**src/design/intc_consts.svh**
```systemverilog
// Functional notes
// - enabled wakeup pin edge sets its flag
// - wakeup group enable gates all eight wakeups
// - mask bit set blocks every source
// - all wakeups share vector nine
// - each external pin picks rising or falling
// - enabled external pin edge sets its flag
// - each external pin has own enable
// - pin0 vector four, pin1 five, pin0 first
// - async pin senses rising, falling or both
// - async flag set only while enabled
// - async event uses vector six
// - seven internal sources, own flags, enables
// - internal vectors 20,19,18,15,14,12,11
// - accepting any interrupt sets mask bit
// - highest pending wins, others stay pending
// - accept only while mask bit clear
// - finish instruction, then stack pc and ccr
// - fetch vector, start handler there
// - set colliding with clear still wins
// - stack 4, vector 2, fetch 4, internal 4
// - flags clear by writing zero only
// - wakeup edge bit: 0 falling, 1 rising
`ifndef INTC_CONSTS_SVH
`define INTC_CONSTS_SVH
// register byte offsets
`define OFS_ENABLE_ONE   8'h00
`define OFS_ENABLE_TWO   8'h04
`define OFS_REQUEST_ONE  8'h08
`define OFS_REQUEST_TWO  8'h0c
`define OFS_WAKE_FLAGS   8'h10
`define OFS_WAKE_EDGE    8'h14
`define OFS_EXT_EDGE     8'h18
`define OFS_ASYNC_EDGE   8'h1c
`define OFS_PIN_MODE     8'h20
`define OFS_COND_CODE    8'h24
`define OFS_STATUS       8'h28
// field positions
`define BIT_EXT0         0
`define BIT_EXT1         1
`define BIT_ASYNC        2
`define BIT_WAKE_EN      7
`define BIT_MASK         7
`define BIT_PM_EXT0      8
`define BIT_PM_EXT1      9
// reset values
`define RST_BYTE         8'h00
`define RST_MASK         1'b1
`define RST_PIN_LEVEL    1'b1
// vector numbers
`define VEC_EXT0         5'd4
`define VEC_EXT1         5'd5
`define VEC_ASYNC        5'd6
`define VEC_WAKE         5'd9
`define VEC_INT0         5'd11
`define VEC_INT1         5'd12
`define VEC_INT2         5'd14
`define VEC_INT3         5'd15
`define VEC_INT4         5'd18
`define VEC_INT5         5'd19
`define VEC_INT6         5'd20
// exception sequence state counts
`define CNT_STACK        2'd3
`define CNT_VFETCH       2'd1
`define CNT_IFETCH       2'd3
`define CNT_INTERNAL     2'd3
`endif

```
**src/design/intc_pkg.sv**
```systemverilog
package intc_pkg;
    // exception sequencer, gray coded along the path
    typedef enum logic [2:0] {
        st_idle     = 3'b000,
        st_finish   = 3'b001,
        st_stack    = 3'b011,
        st_vfetch   = 3'b010,
        st_ifetch   = 3'b110,
        st_internal = 3'b111
    } seq_state_type;
    // edge sensing modes
    typedef enum logic [1:0] {
        edge_fall = 2'b00,
        edge_rise = 2'b01,
        edge_both = 2'b10
    } edge_mode_type;
endpackage : intc_pkg

```
**src/design/pin_edge_detect.sv**
```systemverilog
`timescale 1ns/1ns
`default_nettype none
`include "intc_consts.svh"
module pin_edge_detect
    import intc_pkg::*;
#(
    parameter int WIDTH = 8
) (
    input  wire logic             pclk,
    input  wire logic             presetn,
    input  wire logic [WIDTH-1:0] pin,      // pin levels
    input  wire logic [WIDTH-1:0] func_en,  // pin assigned to interrupt function
    input  wire logic [2*WIDTH-1:0] mode,   // two mode bits per pin
    output logic      [WIDTH-1:0] hit       // one-cycle edge pulse
);
    logic [WIDTH-1:0] prev;                 // level seen last cycle

    // remember the last level, pins idle high
    always_ff @(posedge pclk or negedge presetn) begin
        if (!presetn) begin
            prev <= {WIDTH{`RST_PIN_LEVEL}};
        end else begin
            prev <= pin;
        end
    end

    // per pin edge match against its mode
    genvar g;
    generate
        for (g = 0; g < WIDTH; g++) begin : g_pin
            logic rise;
            logic fall;
            assign rise = pin[g] & ~prev[g];
            assign fall = ~pin[g] & prev[g];
            always_comb begin
                unique case (edge_mode_type'(mode[2*g +: 2]))
                    edge_fall: hit[g] = func_en[g] & fall;
                    edge_rise: hit[g] = func_en[g] & rise;
                    default:   hit[g] = func_en[g] & (rise | fall);
                endcase
            end
        end
    endgenerate
endmodule : pin_edge_detect
`default_nettype wire

```
**src/design/priority_pick.sv**
```systemverilog
`timescale 1ns/1ns
`default_nettype none
module priority_pick #(
    parameter int WIDTH = 11,
    parameter int IDX_W = 4
) (
    input  wire logic [WIDTH-1:0] pending,  // bit 0 is highest priority
    output logic                  any,      // something pending
    output logic      [IDX_W-1:0] index     // winning position
);
    logic [WIDTH-1:0] lower_hit;            // a higher slot is already pending

    // each slot wins only when no higher slot is pending
    genvar g;
    generate
        for (g = 0; g < WIDTH; g++) begin : g_slot
            if (g == 0) begin : g_first
                assign lower_hit[g] = 1'b0;
            end else begin : g_rest
                assign lower_hit[g] = lower_hit[g-1] | pending[g-1];
            end
        end
    endgenerate

    assign any = |pending;

    // encode the single winner
    always_comb begin
        index = '0;
        for (int i = 0; i < WIDTH; i++) begin
            if (pending[i] && !lower_hit[i]) begin
                index = IDX_W'(i);
            end
        end
    end
endmodule : priority_pick
`default_nettype wire

```
**src/design/mcu_interrupt_controller.sv**
```systemverilog
`timescale 1ns/1ns
`default_nettype none
`include "intc_consts.svh"
module mcu_interrupt_controller
    import intc_pkg::*;
#(
    parameter int NUM_WAKE = 8,
    parameter int NUM_INT  = 7,
    parameter int ADDR_W   = 16
) (
    input  wire logic                pclk,
    input  wire logic                presetn,
    // apb slave
    input  wire logic                psel,
    input  wire logic                penable,
    input  wire logic                pwrite,
    input  wire logic [7:0]          paddr,
    input  wire logic [31:0]         pwdata,
    output logic      [31:0]         prdata,
    output logic                     pready,
    output logic                     pslverr,
    // interrupt pins, active low idle high
    input  wire logic [NUM_WAKE-1:0] wakeup_pins,
    input  wire logic                ext_int_pin_zero,
    input  wire logic                ext_int_pin_one,
    input  wire logic                async_event_int_pin,
    // peripheral request pulses
    input  wire logic [NUM_INT-1:0]  periph_req,
    // cpu core side
    input  wire logic                instr_done,
    input  wire logic [ADDR_W-1:0]   next_pc,
    input  wire logic [7:0]          core_flags,
    input  wire logic [ADDR_W-1:0]   vector_data,
    output logic                     stack_write,
    output logic      [ADDR_W-1:0]   stack_data,
    output logic                     vector_read,
    output logic      [ADDR_W-1:0]   vector_addr,
    output logic                     instr_fetch,
    output logic                     handler_start,
    output logic      [ADDR_W-1:0]   handler_addr,
    output logic                     global_mask
);
    localparam int NSRC  = 11;              // priority slots
    localparam int IDX_W = 4;

    // registers
    logic [7:0]  int_enable_reg_one;        // ext, async, two internal, wakeup group
    logic [7:0]  int_enable_reg_two;        // five internal enables
    logic [7:0]  int_request_reg_one;       // ext, async, two internal flags
    logic [7:0]  int_request_reg_two;       // five internal flags
    logic [7:0]  wakeup_request_flags;      // one flag per wakeup pin
    logic [7:0]  wakeup_edge_sel;           // 0 falling, 1 rising
    logic [7:0]  ext_pin_edge_select_reg;   // bit0 pin0, bit1 pin1
    logic [7:0]  async_edge_select_reg;     // two-bit edge field
    logic [15:0] pin_mode;                  // pin function assignment
    logic [7:0]  condition_code_reg;        // bit 7 is the global mask

    // decoded enables and pin functions
    logic        wakeup_group_enable;
    logic        ext_pin0_enable;
    logic        ext_pin1_enable;
    logic        async_pin_int_enable;
    logic        ext_pin0_edge_sel;
    logic        ext_pin1_edge_sel;
    logic        async_edge_sel_hi;
    logic        async_edge_sel_lo;

    assign wakeup_group_enable  = int_enable_reg_one[`BIT_WAKE_EN];
    assign ext_pin0_enable      = int_enable_reg_one[`BIT_EXT0];
    assign ext_pin1_enable      = int_enable_reg_one[`BIT_EXT1];
    assign async_pin_int_enable = int_enable_reg_one[`BIT_ASYNC];
    assign ext_pin0_edge_sel    = ext_pin_edge_select_reg[`BIT_EXT0];
    assign ext_pin1_edge_sel    = ext_pin_edge_select_reg[`BIT_EXT1];
    assign async_edge_sel_hi    = async_edge_select_reg[1];
    assign async_edge_sel_lo    = async_edge_select_reg[0];
    assign global_mask          = condition_code_reg[`BIT_MASK];

    // apb decode, zero wait states
    logic apb_wr;
    logic apb_rd;
    logic mapped;
    assign pready = 1'b1;
    assign apb_wr = psel & penable & pwrite;
    assign apb_rd = psel & penable & ~pwrite;
    always_comb begin
        unique case (paddr)
            `OFS_ENABLE_ONE, `OFS_ENABLE_TWO, `OFS_REQUEST_ONE, `OFS_REQUEST_TWO,
            `OFS_WAKE_FLAGS, `OFS_WAKE_EDGE, `OFS_EXT_EDGE, `OFS_ASYNC_EDGE,
            `OFS_PIN_MODE, `OFS_COND_CODE, `OFS_STATUS: mapped = 1'b1;
            default:                                    mapped = 1'b0;
        endcase
    end
    assign pslverr = psel & penable & ~mapped;

    // write strobes per register
    logic wr_en1, wr_en2, wr_rq1, wr_rq2, wr_wf, wr_we, wr_ee, wr_ae, wr_pm, wr_cc;
    assign wr_en1 = apb_wr & (paddr == `OFS_ENABLE_ONE);
    assign wr_en2 = apb_wr & (paddr == `OFS_ENABLE_TWO);
    assign wr_rq1 = apb_wr & (paddr == `OFS_REQUEST_ONE);
    assign wr_rq2 = apb_wr & (paddr == `OFS_REQUEST_TWO);
    assign wr_wf  = apb_wr & (paddr == `OFS_WAKE_FLAGS);
    assign wr_we  = apb_wr & (paddr == `OFS_WAKE_EDGE);
    assign wr_ee  = apb_wr & (paddr == `OFS_EXT_EDGE);
    assign wr_ae  = apb_wr & (paddr == `OFS_ASYNC_EDGE);
    assign wr_pm  = apb_wr & (paddr == `OFS_PIN_MODE);
    assign wr_cc  = apb_wr & (paddr == `OFS_COND_CODE);

    // plain control registers
    always_ff @(posedge pclk or negedge presetn) begin
        if (!presetn) begin
            int_enable_reg_one      <= `RST_BYTE;
            int_enable_reg_two      <= `RST_BYTE;
            wakeup_edge_sel         <= `RST_BYTE;
            ext_pin_edge_select_reg <= `RST_BYTE;
            async_edge_select_reg   <= `RST_BYTE;
            pin_mode                <= {`RST_BYTE, `RST_BYTE};
        end else begin
            if (wr_en1) int_enable_reg_one      <= pwdata[7:0];
            if (wr_en2) int_enable_reg_two      <= pwdata[7:0];
            if (wr_we)  wakeup_edge_sel         <= pwdata[7:0];
            if (wr_ee)  ext_pin_edge_select_reg <= pwdata[7:0];
            if (wr_ae)  async_edge_select_reg   <= pwdata[7:0];
            if (wr_pm)  pin_mode                <= pwdata[15:0];
        end
    end

    // edge detection, wakeup pins one bit per pin
    logic [NUM_WAKE-1:0]   wake_hit;
    logic [2*NUM_WAKE-1:0] wake_mode;
    always_comb begin
        for (int i = 0; i < NUM_WAKE; i++) begin
            wake_mode[2*i +: 2] = {1'b0, wakeup_edge_sel[i]};
        end
    end
    pin_edge_detect #(.WIDTH(NUM_WAKE)) u_wake_edge (
        .pclk    (pclk),
        .presetn (presetn),
        .pin     (wakeup_pins),
        .func_en (pin_mode[NUM_WAKE-1:0]),
        .mode    (wake_mode),
        .hit     (wake_hit)
    );

    // external pins and async pin share one detector
    logic [2:0] misc_hit;
    pin_edge_detect #(.WIDTH(3)) u_misc_edge (
        .pclk    (pclk),
        .presetn (presetn),
        .pin     ({async_event_int_pin, ext_int_pin_one, ext_int_pin_zero}),
        .func_en ({async_pin_int_enable, pin_mode[`BIT_PM_EXT1], pin_mode[`BIT_PM_EXT0]}),
        .mode    ({async_edge_sel_hi, async_edge_sel_lo,
                   1'b0, ext_pin1_edge_sel, 1'b0, ext_pin0_edge_sel}),
        .hit     (misc_hit)
    );

    // set vectors into the request registers
    logic [7:0] set_rq1;
    logic [7:0] set_rq2;
    always_comb begin
        set_rq1            = '0;
        set_rq2            = '0;
        set_rq1[`BIT_EXT0] = misc_hit[0];
        set_rq1[`BIT_EXT1] = misc_hit[1];
        set_rq1[`BIT_ASYNC]= misc_hit[2];
        set_rq2[0]         = periph_req[0];
        set_rq2[2]         = periph_req[1];
        set_rq2[3]         = periph_req[2];
        set_rq1[4]         = periph_req[3];
        set_rq1[5]         = periph_req[4];
        set_rq2[6]         = periph_req[5];
        set_rq2[7]         = periph_req[6];
    end

    // flags: write 0 clears, write 1 keeps, hardware set wins
    always_ff @(posedge pclk or negedge presetn) begin
        if (!presetn) begin
            int_request_reg_one  <= `RST_BYTE;
            int_request_reg_two  <= `RST_BYTE;
            wakeup_request_flags <= `RST_BYTE;
        end else begin
            int_request_reg_one  <= (int_request_reg_one & (wr_rq1 ? pwdata[7:0] : 8'hff))
                                    | set_rq1;
            int_request_reg_two  <= (int_request_reg_two & (wr_rq2 ? pwdata[7:0] : 8'hff))
                                    | set_rq2;
            wakeup_request_flags <= (wakeup_request_flags & (wr_wf ? pwdata[7:0] : 8'hff))
                                    | wake_hit;
        end
    end

    // enabled requests in priority order, lowest vector first
    logic [NSRC-1:0] req1_on;
    logic [7:0]      r1;
    logic [7:0]      r2;
    assign r1 = int_request_reg_one & int_enable_reg_one;
    assign r2 = int_request_reg_two & int_enable_reg_two;
    assign req1_on = {r2[7], r2[6], r1[5], r1[4], r2[3], r2[2], r2[0],
                      wakeup_group_enable & (|wakeup_request_flags),
                      r1[`BIT_ASYNC], r1[`BIT_EXT1], r1[`BIT_EXT0]};

    logic             any_pending;
    logic [IDX_W-1:0] win_index;
    priority_pick #(.WIDTH(NSRC), .IDX_W(IDX_W)) u_pick (
        .pending (req1_on),
        .any     (any_pending),
        .index   (win_index)
    );

    // slot to vector number
    logic [4:0] win_vector;
    always_comb begin
        unique case (win_index)
            4'd0:    win_vector = `VEC_EXT0;
            4'd1:    win_vector = `VEC_EXT1;
            4'd2:    win_vector = `VEC_ASYNC;
            4'd3:    win_vector = `VEC_WAKE;
            4'd4:    win_vector = `VEC_INT0;
            4'd5:    win_vector = `VEC_INT1;
            4'd6:    win_vector = `VEC_INT2;
            4'd7:    win_vector = `VEC_INT3;
            4'd8:    win_vector = `VEC_INT4;
            4'd9:    win_vector = `VEC_INT5;
            4'd10:   win_vector = `VEC_INT6;
            default: win_vector = `VEC_EXT0;
        endcase
    end

    // exception sequencer
    seq_state_type state;
    seq_state_type next_state;
    logic [1:0]    step;                    // cycles left in a phase
    logic          accept;
    logic          phase_end;
    logic [4:0]    taken_vector;            // vector latched at accept
    assign accept    = (state == st_idle) & any_pending & ~global_mask;
    assign phase_end = (step == 2'd0);

    // next state
    always_comb begin
        next_state = state;
        unique case (state)
            st_idle:     if (accept) next_state = st_finish;
            st_finish:   if (instr_done) next_state = st_stack;
            st_stack:    if (phase_end) next_state = st_vfetch;
            st_vfetch:   if (phase_end) next_state = st_ifetch;
            st_ifetch:   if (phase_end) next_state = st_internal;
            st_internal: if (phase_end) next_state = st_idle;
            default:     next_state = st_idle;
        endcase
    end

    // state and phase counter
    always_ff @(posedge pclk or negedge presetn) begin
        if (!presetn) begin
            state <= st_idle;
            step  <= 2'd0;
        end else begin
            state <= next_state;
            if (state != next_state) begin
                unique case (next_state)
                    st_stack:    step <= `CNT_STACK;
                    st_vfetch:   step <= `CNT_VFETCH;
                    st_ifetch:   step <= `CNT_IFETCH;
                    st_internal: step <= `CNT_INTERNAL;
                    default:     step <= 2'd0;
                endcase
            end else if (!phase_end) begin
                step <= step - 2'd1;
            end
        end
    end

    // condition codes: software access, mask set at end of stacking
    always_ff @(posedge pclk or negedge presetn) begin
        if (!presetn) begin
            condition_code_reg           <= {`RST_MASK, 7'h00};
        end else begin
            if (wr_cc) condition_code_reg <= pwdata[7:0];
            if (state == st_stack && next_state == st_vfetch) begin
                condition_code_reg[`BIT_MASK] <= 1'b1;
            end
        end
    end

    // stacked words, pc first then condition codes
    always_ff @(posedge pclk or negedge presetn) begin
        if (!presetn) begin
            stack_data <= '0;
        end else if (state == st_finish && instr_done) begin
            stack_data <= next_pc;
        end else if (state == st_stack && step == 2'd2) begin
            stack_data <= {core_flags, condition_code_reg};
        end
    end

    // vector capture and handler address
    always_ff @(posedge pclk or negedge presetn) begin
        if (!presetn) begin
            taken_vector <= 5'd0;
            vector_addr  <= '0;
            handler_addr <= '0;
        end else begin
            if (accept) taken_vector <= win_vector;
            if (state == st_stack && phase_end) begin
                vector_addr <= ADDR_W'({taken_vector, 1'b0});
            end
            if (state == st_vfetch && phase_end) begin
                handler_addr <= vector_data;
            end
        end
    end

    // handler start pulse at end of internal phase
    always_ff @(posedge pclk or negedge presetn) begin
        if (!presetn) begin
            handler_start <= 1'b0;
        end else begin
            handler_start <= (state == st_internal) & phase_end;
        end
    end

    assign stack_write = (state == st_stack);
    assign vector_read = (state == st_vfetch);
    assign instr_fetch = (state == st_ifetch);

    // read data
    logic [31:0] next_rdata;
    always_comb begin
        next_rdata = '0;
        unique case (paddr)
            `OFS_ENABLE_ONE:  next_rdata[7:0]  = int_enable_reg_one;
            `OFS_ENABLE_TWO:  next_rdata[7:0]  = int_enable_reg_two;
            `OFS_REQUEST_ONE: next_rdata[7:0]  = int_request_reg_one;
            `OFS_REQUEST_TWO: next_rdata[7:0]  = int_request_reg_two;
            `OFS_WAKE_FLAGS:  next_rdata[7:0]  = wakeup_request_flags;
            `OFS_WAKE_EDGE:   next_rdata[7:0]  = wakeup_edge_sel;
            `OFS_EXT_EDGE:    next_rdata[7:0]  = ext_pin_edge_select_reg;
            `OFS_ASYNC_EDGE:  next_rdata[7:0]  = async_edge_select_reg;
            `OFS_PIN_MODE:    next_rdata[15:0] = pin_mode;
            `OFS_COND_CODE:   next_rdata[7:0]  = condition_code_reg;
            `OFS_STATUS:      next_rdata[12:0] = {any_pending, state, win_vector, taken_vector[3:0]};
            default:          next_rdata       = '0;
        endcase
    end
    assign prdata = apb_rd ? next_rdata : 32'h0;
endmodule : mcu_interrupt_controller
`default_nettype wire

```
**config.mk**
```make
export PLATFORM = sky130hd
export DESIGN_NAME = mcu_interrupt_controller
export DESIGN_NICKNAME = d
export VERILOG_FILES = /design/src/design/intc_pkg.sv /design/src/design/pin_edge_detect.sv /design/src/design/priority_pick.sv /design/src/design/mcu_interrupt_controller.sv
export VERILOG_INCLUDE_DIRS = /design/src /design/src/design
export SDC_FILE = /design/constraint.sdc
export NUM_CORES = 1
export LEC_CHECK = 0
export ABC_AREA = 0
export BUFFER_PORTS_ARGS = -buffer_cell sky130_fd_sc_hd__buf_2
export CAP_MARGIN = 20
export CORE_UTILIZATION = 50
export DETAILED_ROUTE_END_ITERATION = 6
export GPL_ROUTABILITY_DRIVEN = 0
export GPL_TIMING_DRIVEN = 1
export PLACE_DENSITY = 0.88
export SLEW_MARGIN = 20
export SYNTH_ARGS = -nofsm -noshare
export SYNTH_HDL_FRONTEND = slang
export SYNTH_SLANG_ARGS = --single-unit
```
**constraint.sdc**
```tcl
create_clock -name pclk -period 4.05 [get_ports pclk]
set_clock_uncertainty 0.1 [all_clocks]
set_input_delay 0.6075 -clock pclk [delete_from_list [all_inputs] [get_ports pclk]]
set_output_delay 0.6075 -clock pclk [all_outputs]
set_load 0.01 [all_outputs]
```
==> flow_summary.toml, run 1 <==
[synthesis]
synthesis.area_um2 = 7550
synth_ff_type = "dfrtp_1"
yosysSeqAreaShare_pct = 48.9
async_flop_share_pct = 100
ys_ff_latch = 147
yosys_warnings = 0
synth_edf_count = 0
yosysUniqueCellTypes = 66
syn_avg_cell_area_um2 = 11.1
synthCells = 683

[final_layout]
reg_top3 = "handler_addr: 16 flops, pin_mode: 16 flops, stack_data: 16 flops"
finalNetCount = 944
final_area_um2 = 8990
antenna_cells = 0
syn2layout_area_growth_pct = 19.1
layout-drive-gt1-share_pct = 38.9
fin_util_pct = 61.4

[clocking]
path_clk_slew_ns = 0.06
root_buffer = "clkbuf_16"
numCtsBuffers = 17
cts_tree = "yes"
clk_latency_ns = 0.43
cts_hold_buf = 0
cts_buffer_depth = 2
clock-sinks = 147
htree_levels = 4

[sta]
min_period_ns = 3.94
relSlewSlack_pct = 38.6
rsz0062_at_grt = "no"
maxSlewViolCount = 0
tightestPinTransition_ns = 0.922
max_freq_mhz = 254
hold_viol_final = 0
final.period_utilization_pct = 97.2
fin_setup_tns_ns = 0
finalSetupViolCount = 0

[die]
core_um2 = 14600
die-area_um2 = 15600
dieHeight_um = 125
rows = 44
initial_utilization_pct = 51.5
die_w_um = 125
io_pins = 191

[critical_path]
path_class = "reg2out"
required_ns = 3.34
critPathCaptureType = "primary output"
path_buf_inv = 1
arrival_ns = 3.23
cp_slowest_cell = "or4_4"
critical_path.top_delay_family = "simple AND/OR/NAND/NOR gates"
crit_fanout = 3
path_cells = "or4_4 > o21a_4 > or4_4 > o21a_1 > ha_2 > nand4b_1 > a31o_2 > a31oi_4 > buf_2"
max_stage_delay_ns = 0.59
crit_top_cell = "or4_4"
start_kind = "flip-flop"
crit_cells = 9
reg2regPathDepth = 8

[global_route]
grt_max_degree = 90
grt_remaining_overflow = 0
grt_pass1_wl_um = 32100
groute.usage.overall_pct = 26.9
grt_pass1_vias = 5990
antenna_found_initial = 0

[placed_design]
dp_hpwl_um = 14200
io_buffers = 146
postPlaceCellArea_um2 = 8380

[run_status]
outcome = "finished, violations left"
violations = "design-rule violations"

[routing]
antenna_left = 0
routedWlPerCell_um = 19.5
firstDrtPassIters = 7
drc_errors = 30
vias = 6100
drt_iter0_drc = 613
drt-total-wl_um = 20100
via_per_inst = 5.91

[min_path]
hold_class = "in2async"

[run]
drv_cap = 0

[power_and_ir_drop]
ir_drop_mv = 0.298
p_leak_nw = 4.36
power_density_nw_per_um2 = 470
-- logic make-up (layout without fill, tap and decap cells) --
kind of cell	Yosys count	after routing	share of synthesized area (%)
simple gates	189	189	13.0
compound gates	147	147	13.1
flops	147	147	48.9
mux	122	122	18.3
buf+inv	70	209	5.55
fa+ha+maj	5	5	0.829
other cells	2	28	0.0995
xor+xnor	1	1	0.116
-- layout by cell type, fill, tap and decap left out, types with 6 or more instances in the layout --
| cell type | synthesis | routed |
|---|---|---|
| a21o_1 | 6 | 6 |
| a21oi_1 | 27 | 27 |
| a22o_1 | 8 | 8 |
| a22oi_1 | 18 | 18 |
| a31oi_1 | 12 | 11 |
| and3_1 | 7 | 7 |
| buf_2 | 8 | 145 |
| buf_4 | 28 | 22 |
| clkbuf_16 | 0 | 17 |
| conb_1 | 2 | 28 |
| dfrtp_1 | 135 | 135 |
| dfstp_2 | 12 | 12 |
| inv_1 | 8 | 8 |
| mux2_2 | 80 | 80 |
| mux2_4 | 10 | 10 |
| mux2i_1 | 31 | 31 |
| nand2_1 | 72 | 72 |
| nand2b_1 | 9 | 9 |
| nand3_1 | 8 | 8 |
| nor2_1 | 52 | 52 |
| nor3_4 | 6 | 6 |
| o21a_1 | 8 | 7 |
| o21ai_0 | 35 | 35 |
-- cells in the mapped netlist, types with 5 or more instances --
master	count	area, um^2
mux2_4	10	150
mux2_2	80	901
buf_2	8	40.0
nand2b_1	9	56.3
clkbuf_1	19	71.3
o21ai_0	35	175
dfstp_2	12	315
a21oi_1	27	135
nor3_4	6	97.6
nand3_1	8	40.0
buf_4	28	210
inv_1	8	30.0
a21o_1	6	45.0
a31oi_1	12	75.1
ha_1	5	62.6
nor2_1	52	195
a22o_1	8	70.1
mux2i_1	31	310
and3_1	7	43.8
nand2_1	72	270
o21a_1	8	60.1
dfrtp_1	135	3380
a22oi_1	18	135
-- worst reg2reg max path, cell delays in order (launching register included) --
cell and delay [ns]:
dfrtp_1 0.41, or4_4 0.59, buf_4 0.16, o21ai_1 0.41, a31oi_1 0.15, a21oi_1 0.15, ha_2 0.30, o221ai_2 0.21
o21ai_1 0.08
-- area by class of cell --
| cell class | instances | area [um^2] |
|---|---|---|
| Inverter | 8 | 30.0 |
| Multi-Input combinational cell | 492 | 3570 |
| Clock inverter | 14 | 105 |
| Fill cell | 1179 | 5660 |
| Timing Repair Buffer | 169 | 922 |
| Sequential cell | 147 | 3690 |
| Clock buffer | 18 | 439 |
| Tap cell | 184 | 230 |
-- through the flow --
step / hold WS, ns / total power [mW] / instances / worst slack (ns)
after global placement: 0.371 / 2.74 / 995 / 0.401
after detailed placement: 0.375 / 2.79 / 995 / 0.314
after CTS: 0.180 / 4.25 / 1031 / 0.00126
final: 0.162 / 4.22 / 1032 / 0.112
after global routing: 0.180 / 4.43 / 1032 / 0.0565
after floorplan: 0.212 / 2.43 / 709 / 0.686
-- what timing repair did --
item                                    CTS  global route
buffers inserted                          4             1
hold endpoints to repair                  0             0
pin swaps                                 4             5
resized for setup                         5             1
endpoints found under the setup margin    1             1
-- path summary, 6_finish.rpt --
kind / start / to / slack, ns
worst min-delay path: presetn / wakeup_edge_sel[4] / 0.16
min in group pclk: ext_int_pin_one / u_misc_edge.prev[1] / 0.19
max in group asynchronous: presetn / u_misc_edge.prev[0] / 2.87
worst max-delay path: wakeup_request_flags[1] / prdata[5] / 0.11
worst min register to register: int_request_reg_two[1] / int_request_reg_two[1] / 0.39
worst max register to register: wakeup_request_flags[1] / taken_vector[0] / 1.35
-- where the power goes --
group	switching [mW]	leakage (nW)	internal, mW
clock	0.635	0.267	0.804
combinational	0.521	2.20	0.430
sequential	0.147	1.90	1.69
-- per-layer routing --
layer  track usage (%)  part of all wire [%]
met4              13.9                   4.0
met1              33.9                    39
met5                 0                     0
met2              43.5                    48
met3              6.36                   9.2
Note: power is estimated with default switching activity, not from simulation.
==> inputs of run 2 (changes only) <==
Clock period 4.05 ns to 4.7 ns, I/O delays scaled along.
==> flow_summary.toml, run 2 (synthesized netlist as in run 1, its figures left out) <==
[global_route]
grt_remaining_overflow = 0
grt_max_degree = 73
grt_pass1_vias = 6058
antenna_found_initial = 0
grt_pass1_wl_um = 32100
groute.usage.overall_pct = 26.9

[final_layout]
layout-drive-gt1-share_pct = 37.3
mostFrequentLayoutCells = "145 x buf_2, 135 x dfrtp_1, 80 x mux2_2, 72 x nand2_1, 52 x nor2_1"
final_common_cell = "buf_2"
antenna_cells = 0
reg_top3 = "handler_addr: 16 flops, pin_mode: 16 flops, stack_data: 16 flops"
finalNetCount = 930
syn2layout_area_growth_pct = 17.8

[die]
core_um2 = 14600
dieHeight_um = 125
rows = 44
initial_utilization_pct = 51.5
die-area_um2 = 15600
die_w_um = 125
io_pins = 191

[power_and_ir_drop]
ir_drop_mv = 0.217
power.total_mw = 3.74
combPwrFrac_pct = 21.4
internal_power_mw = 2.64
power_switching_mw = 1.10
p_leak_nw = 4.30
power_density_nw_per_um2 = 421
switching_share_pct = 29.5
pwr-share-clk_pct = 36.4
p_seq_share_pct = 42.2

[routing]
drt-total-wl_um = 19900
antenna_left = 0
firstDrtPassIters = 7
drt_iter0_drc = 760
via_per_inst = 5.96
vias = 6070
routedWlPerCell_um = 19.6
drc_errors = 30

[critical_path]
crit_top_cell = "o21a_1"
arrival_ns = 3.64
path_buf_inv = 1
max_stage_delay_ns = 0.65
critPathCaptureType = "primary output"
crit_fanout = 4
start_kind = "flip-flop"
required_ns = 3.89
critical_path.top_delay_family = "simple AND/OR/NAND/NOR gates"
path_class = "reg2out"
cp_slowest_cell = "or4_1"
path_cells = "or4_1 > o21a_1 > or4_4 > o21a_1 > ha_1 > nand4b_1 > a31o_2 > a31oi_1 > buf_2"

[min_path]
hold_class = "in2async"

[sta]
tightestPinTransition_ns = 1.00
max_freq_mhz = 225
final.period_utilization_pct = 94.6
hold_viol_final = 0
maxSlewViolCount = 0
rsz0062_at_grt = "no"
finalSetupViolCount = 0
fin_setup_tns_ns = 0
relSlewSlack_pct = 32.1
min_period_ns = 4.45

[clocking]
cts_post_setup_buffers_inserted = 0
cts_tree = "yes"
htree_levels = 4
path_clk_slew_ns = 0.06
cts_hold_buf = 0
clock-sinks = 147
root_buffer = "clkbuf_16"
clk_latency_ns = 0.43
cts_resized = 0
cts_buffer_depth = 2
numCtsBuffers = 17

[run_status]
violations = "design-rule violations"
outcome = "finished, violations left"

[placed_design]
io_buffers = 146
dp_hpwl_um = 14200

[run]
drv_cap = 0
run 2: stage by stage:
step | setup slack [ns] | util (%) | instance area, um^2 | hold WS [ns] | instances
floorplan | 1.24 | - | 7650 | 0.309 | 709
detailed placement | 0.854 | 56.7 | 8300 | 0.378 | 986
global route | 0.230 | 60.7 | 8890 | 0.228 | 1018
CTS | 0.408 | 60.7 | 8890 | 0.216 | 1018
global placement | 0.899 | 56.7 | 8300 | 0.370 | 986
finish | 0.253 | 60.7 | 8890 | 0.186 | 1018
run 2: final timing paths:
| check | from | to | slack (ns) | depth (start not counted) |
|---|---|---|---|---|
| worst max-delay path | wakeup_request_flags[0] | prdata[5] | 0.25 | 9 |
| worst min-delay path | presetn | wakeup_request_flags[4] | 0.19 | 1 |
| worst max register to register | wakeup_request_flags[0] | taken_vector[1] | 1.83 | 8 |
| worst min register to register | int_request_reg_two[4] | int_request_reg_two[4] | 0.39 | 1 |
| max in group asynchronous | presetn | u_wake_edge.prev[7] | 3.34 | 2 |
| min in group pclk | wakeup_pins[0] | u_wake_edge.prev[0] | 0.29 | 1 |
run 2: layout make-up:
type / count / area [um^2]
tap: 184 / 230
inverter: 8 / 30.0
clock buffer: 21 / 470
multi-input combinational: 492 / 3540
fill: 1196 / 5750
sequential: 147 / 3690
clock inverter: 11 / 126
timing repair buffer: 155 / 805
run 2: power groups by stage:
stage | logic [mW] | clock network, mW | registers (mW)
2_1_floorplan | 0.467 | 0 | 1.62
3_3_place_gp | 0.773 | 0 | 1.58
3_5_place_dp | 0.801 | 0 | 1.60
4_1_cts | 0.806 | 1.37 | 1.58
5_1_grt | 0.876 | 1.43 | 1.60
6_report | 0.801 | 1.36 | 1.58
run 2: routing by layer:
layer / share of wire [%] / track usage, %
met1: 40 / 34.5
met2: 47 / 42.0
met3: 8.9 / 7.39
met4: 4.6 / 13.4
met5: 0 / 0
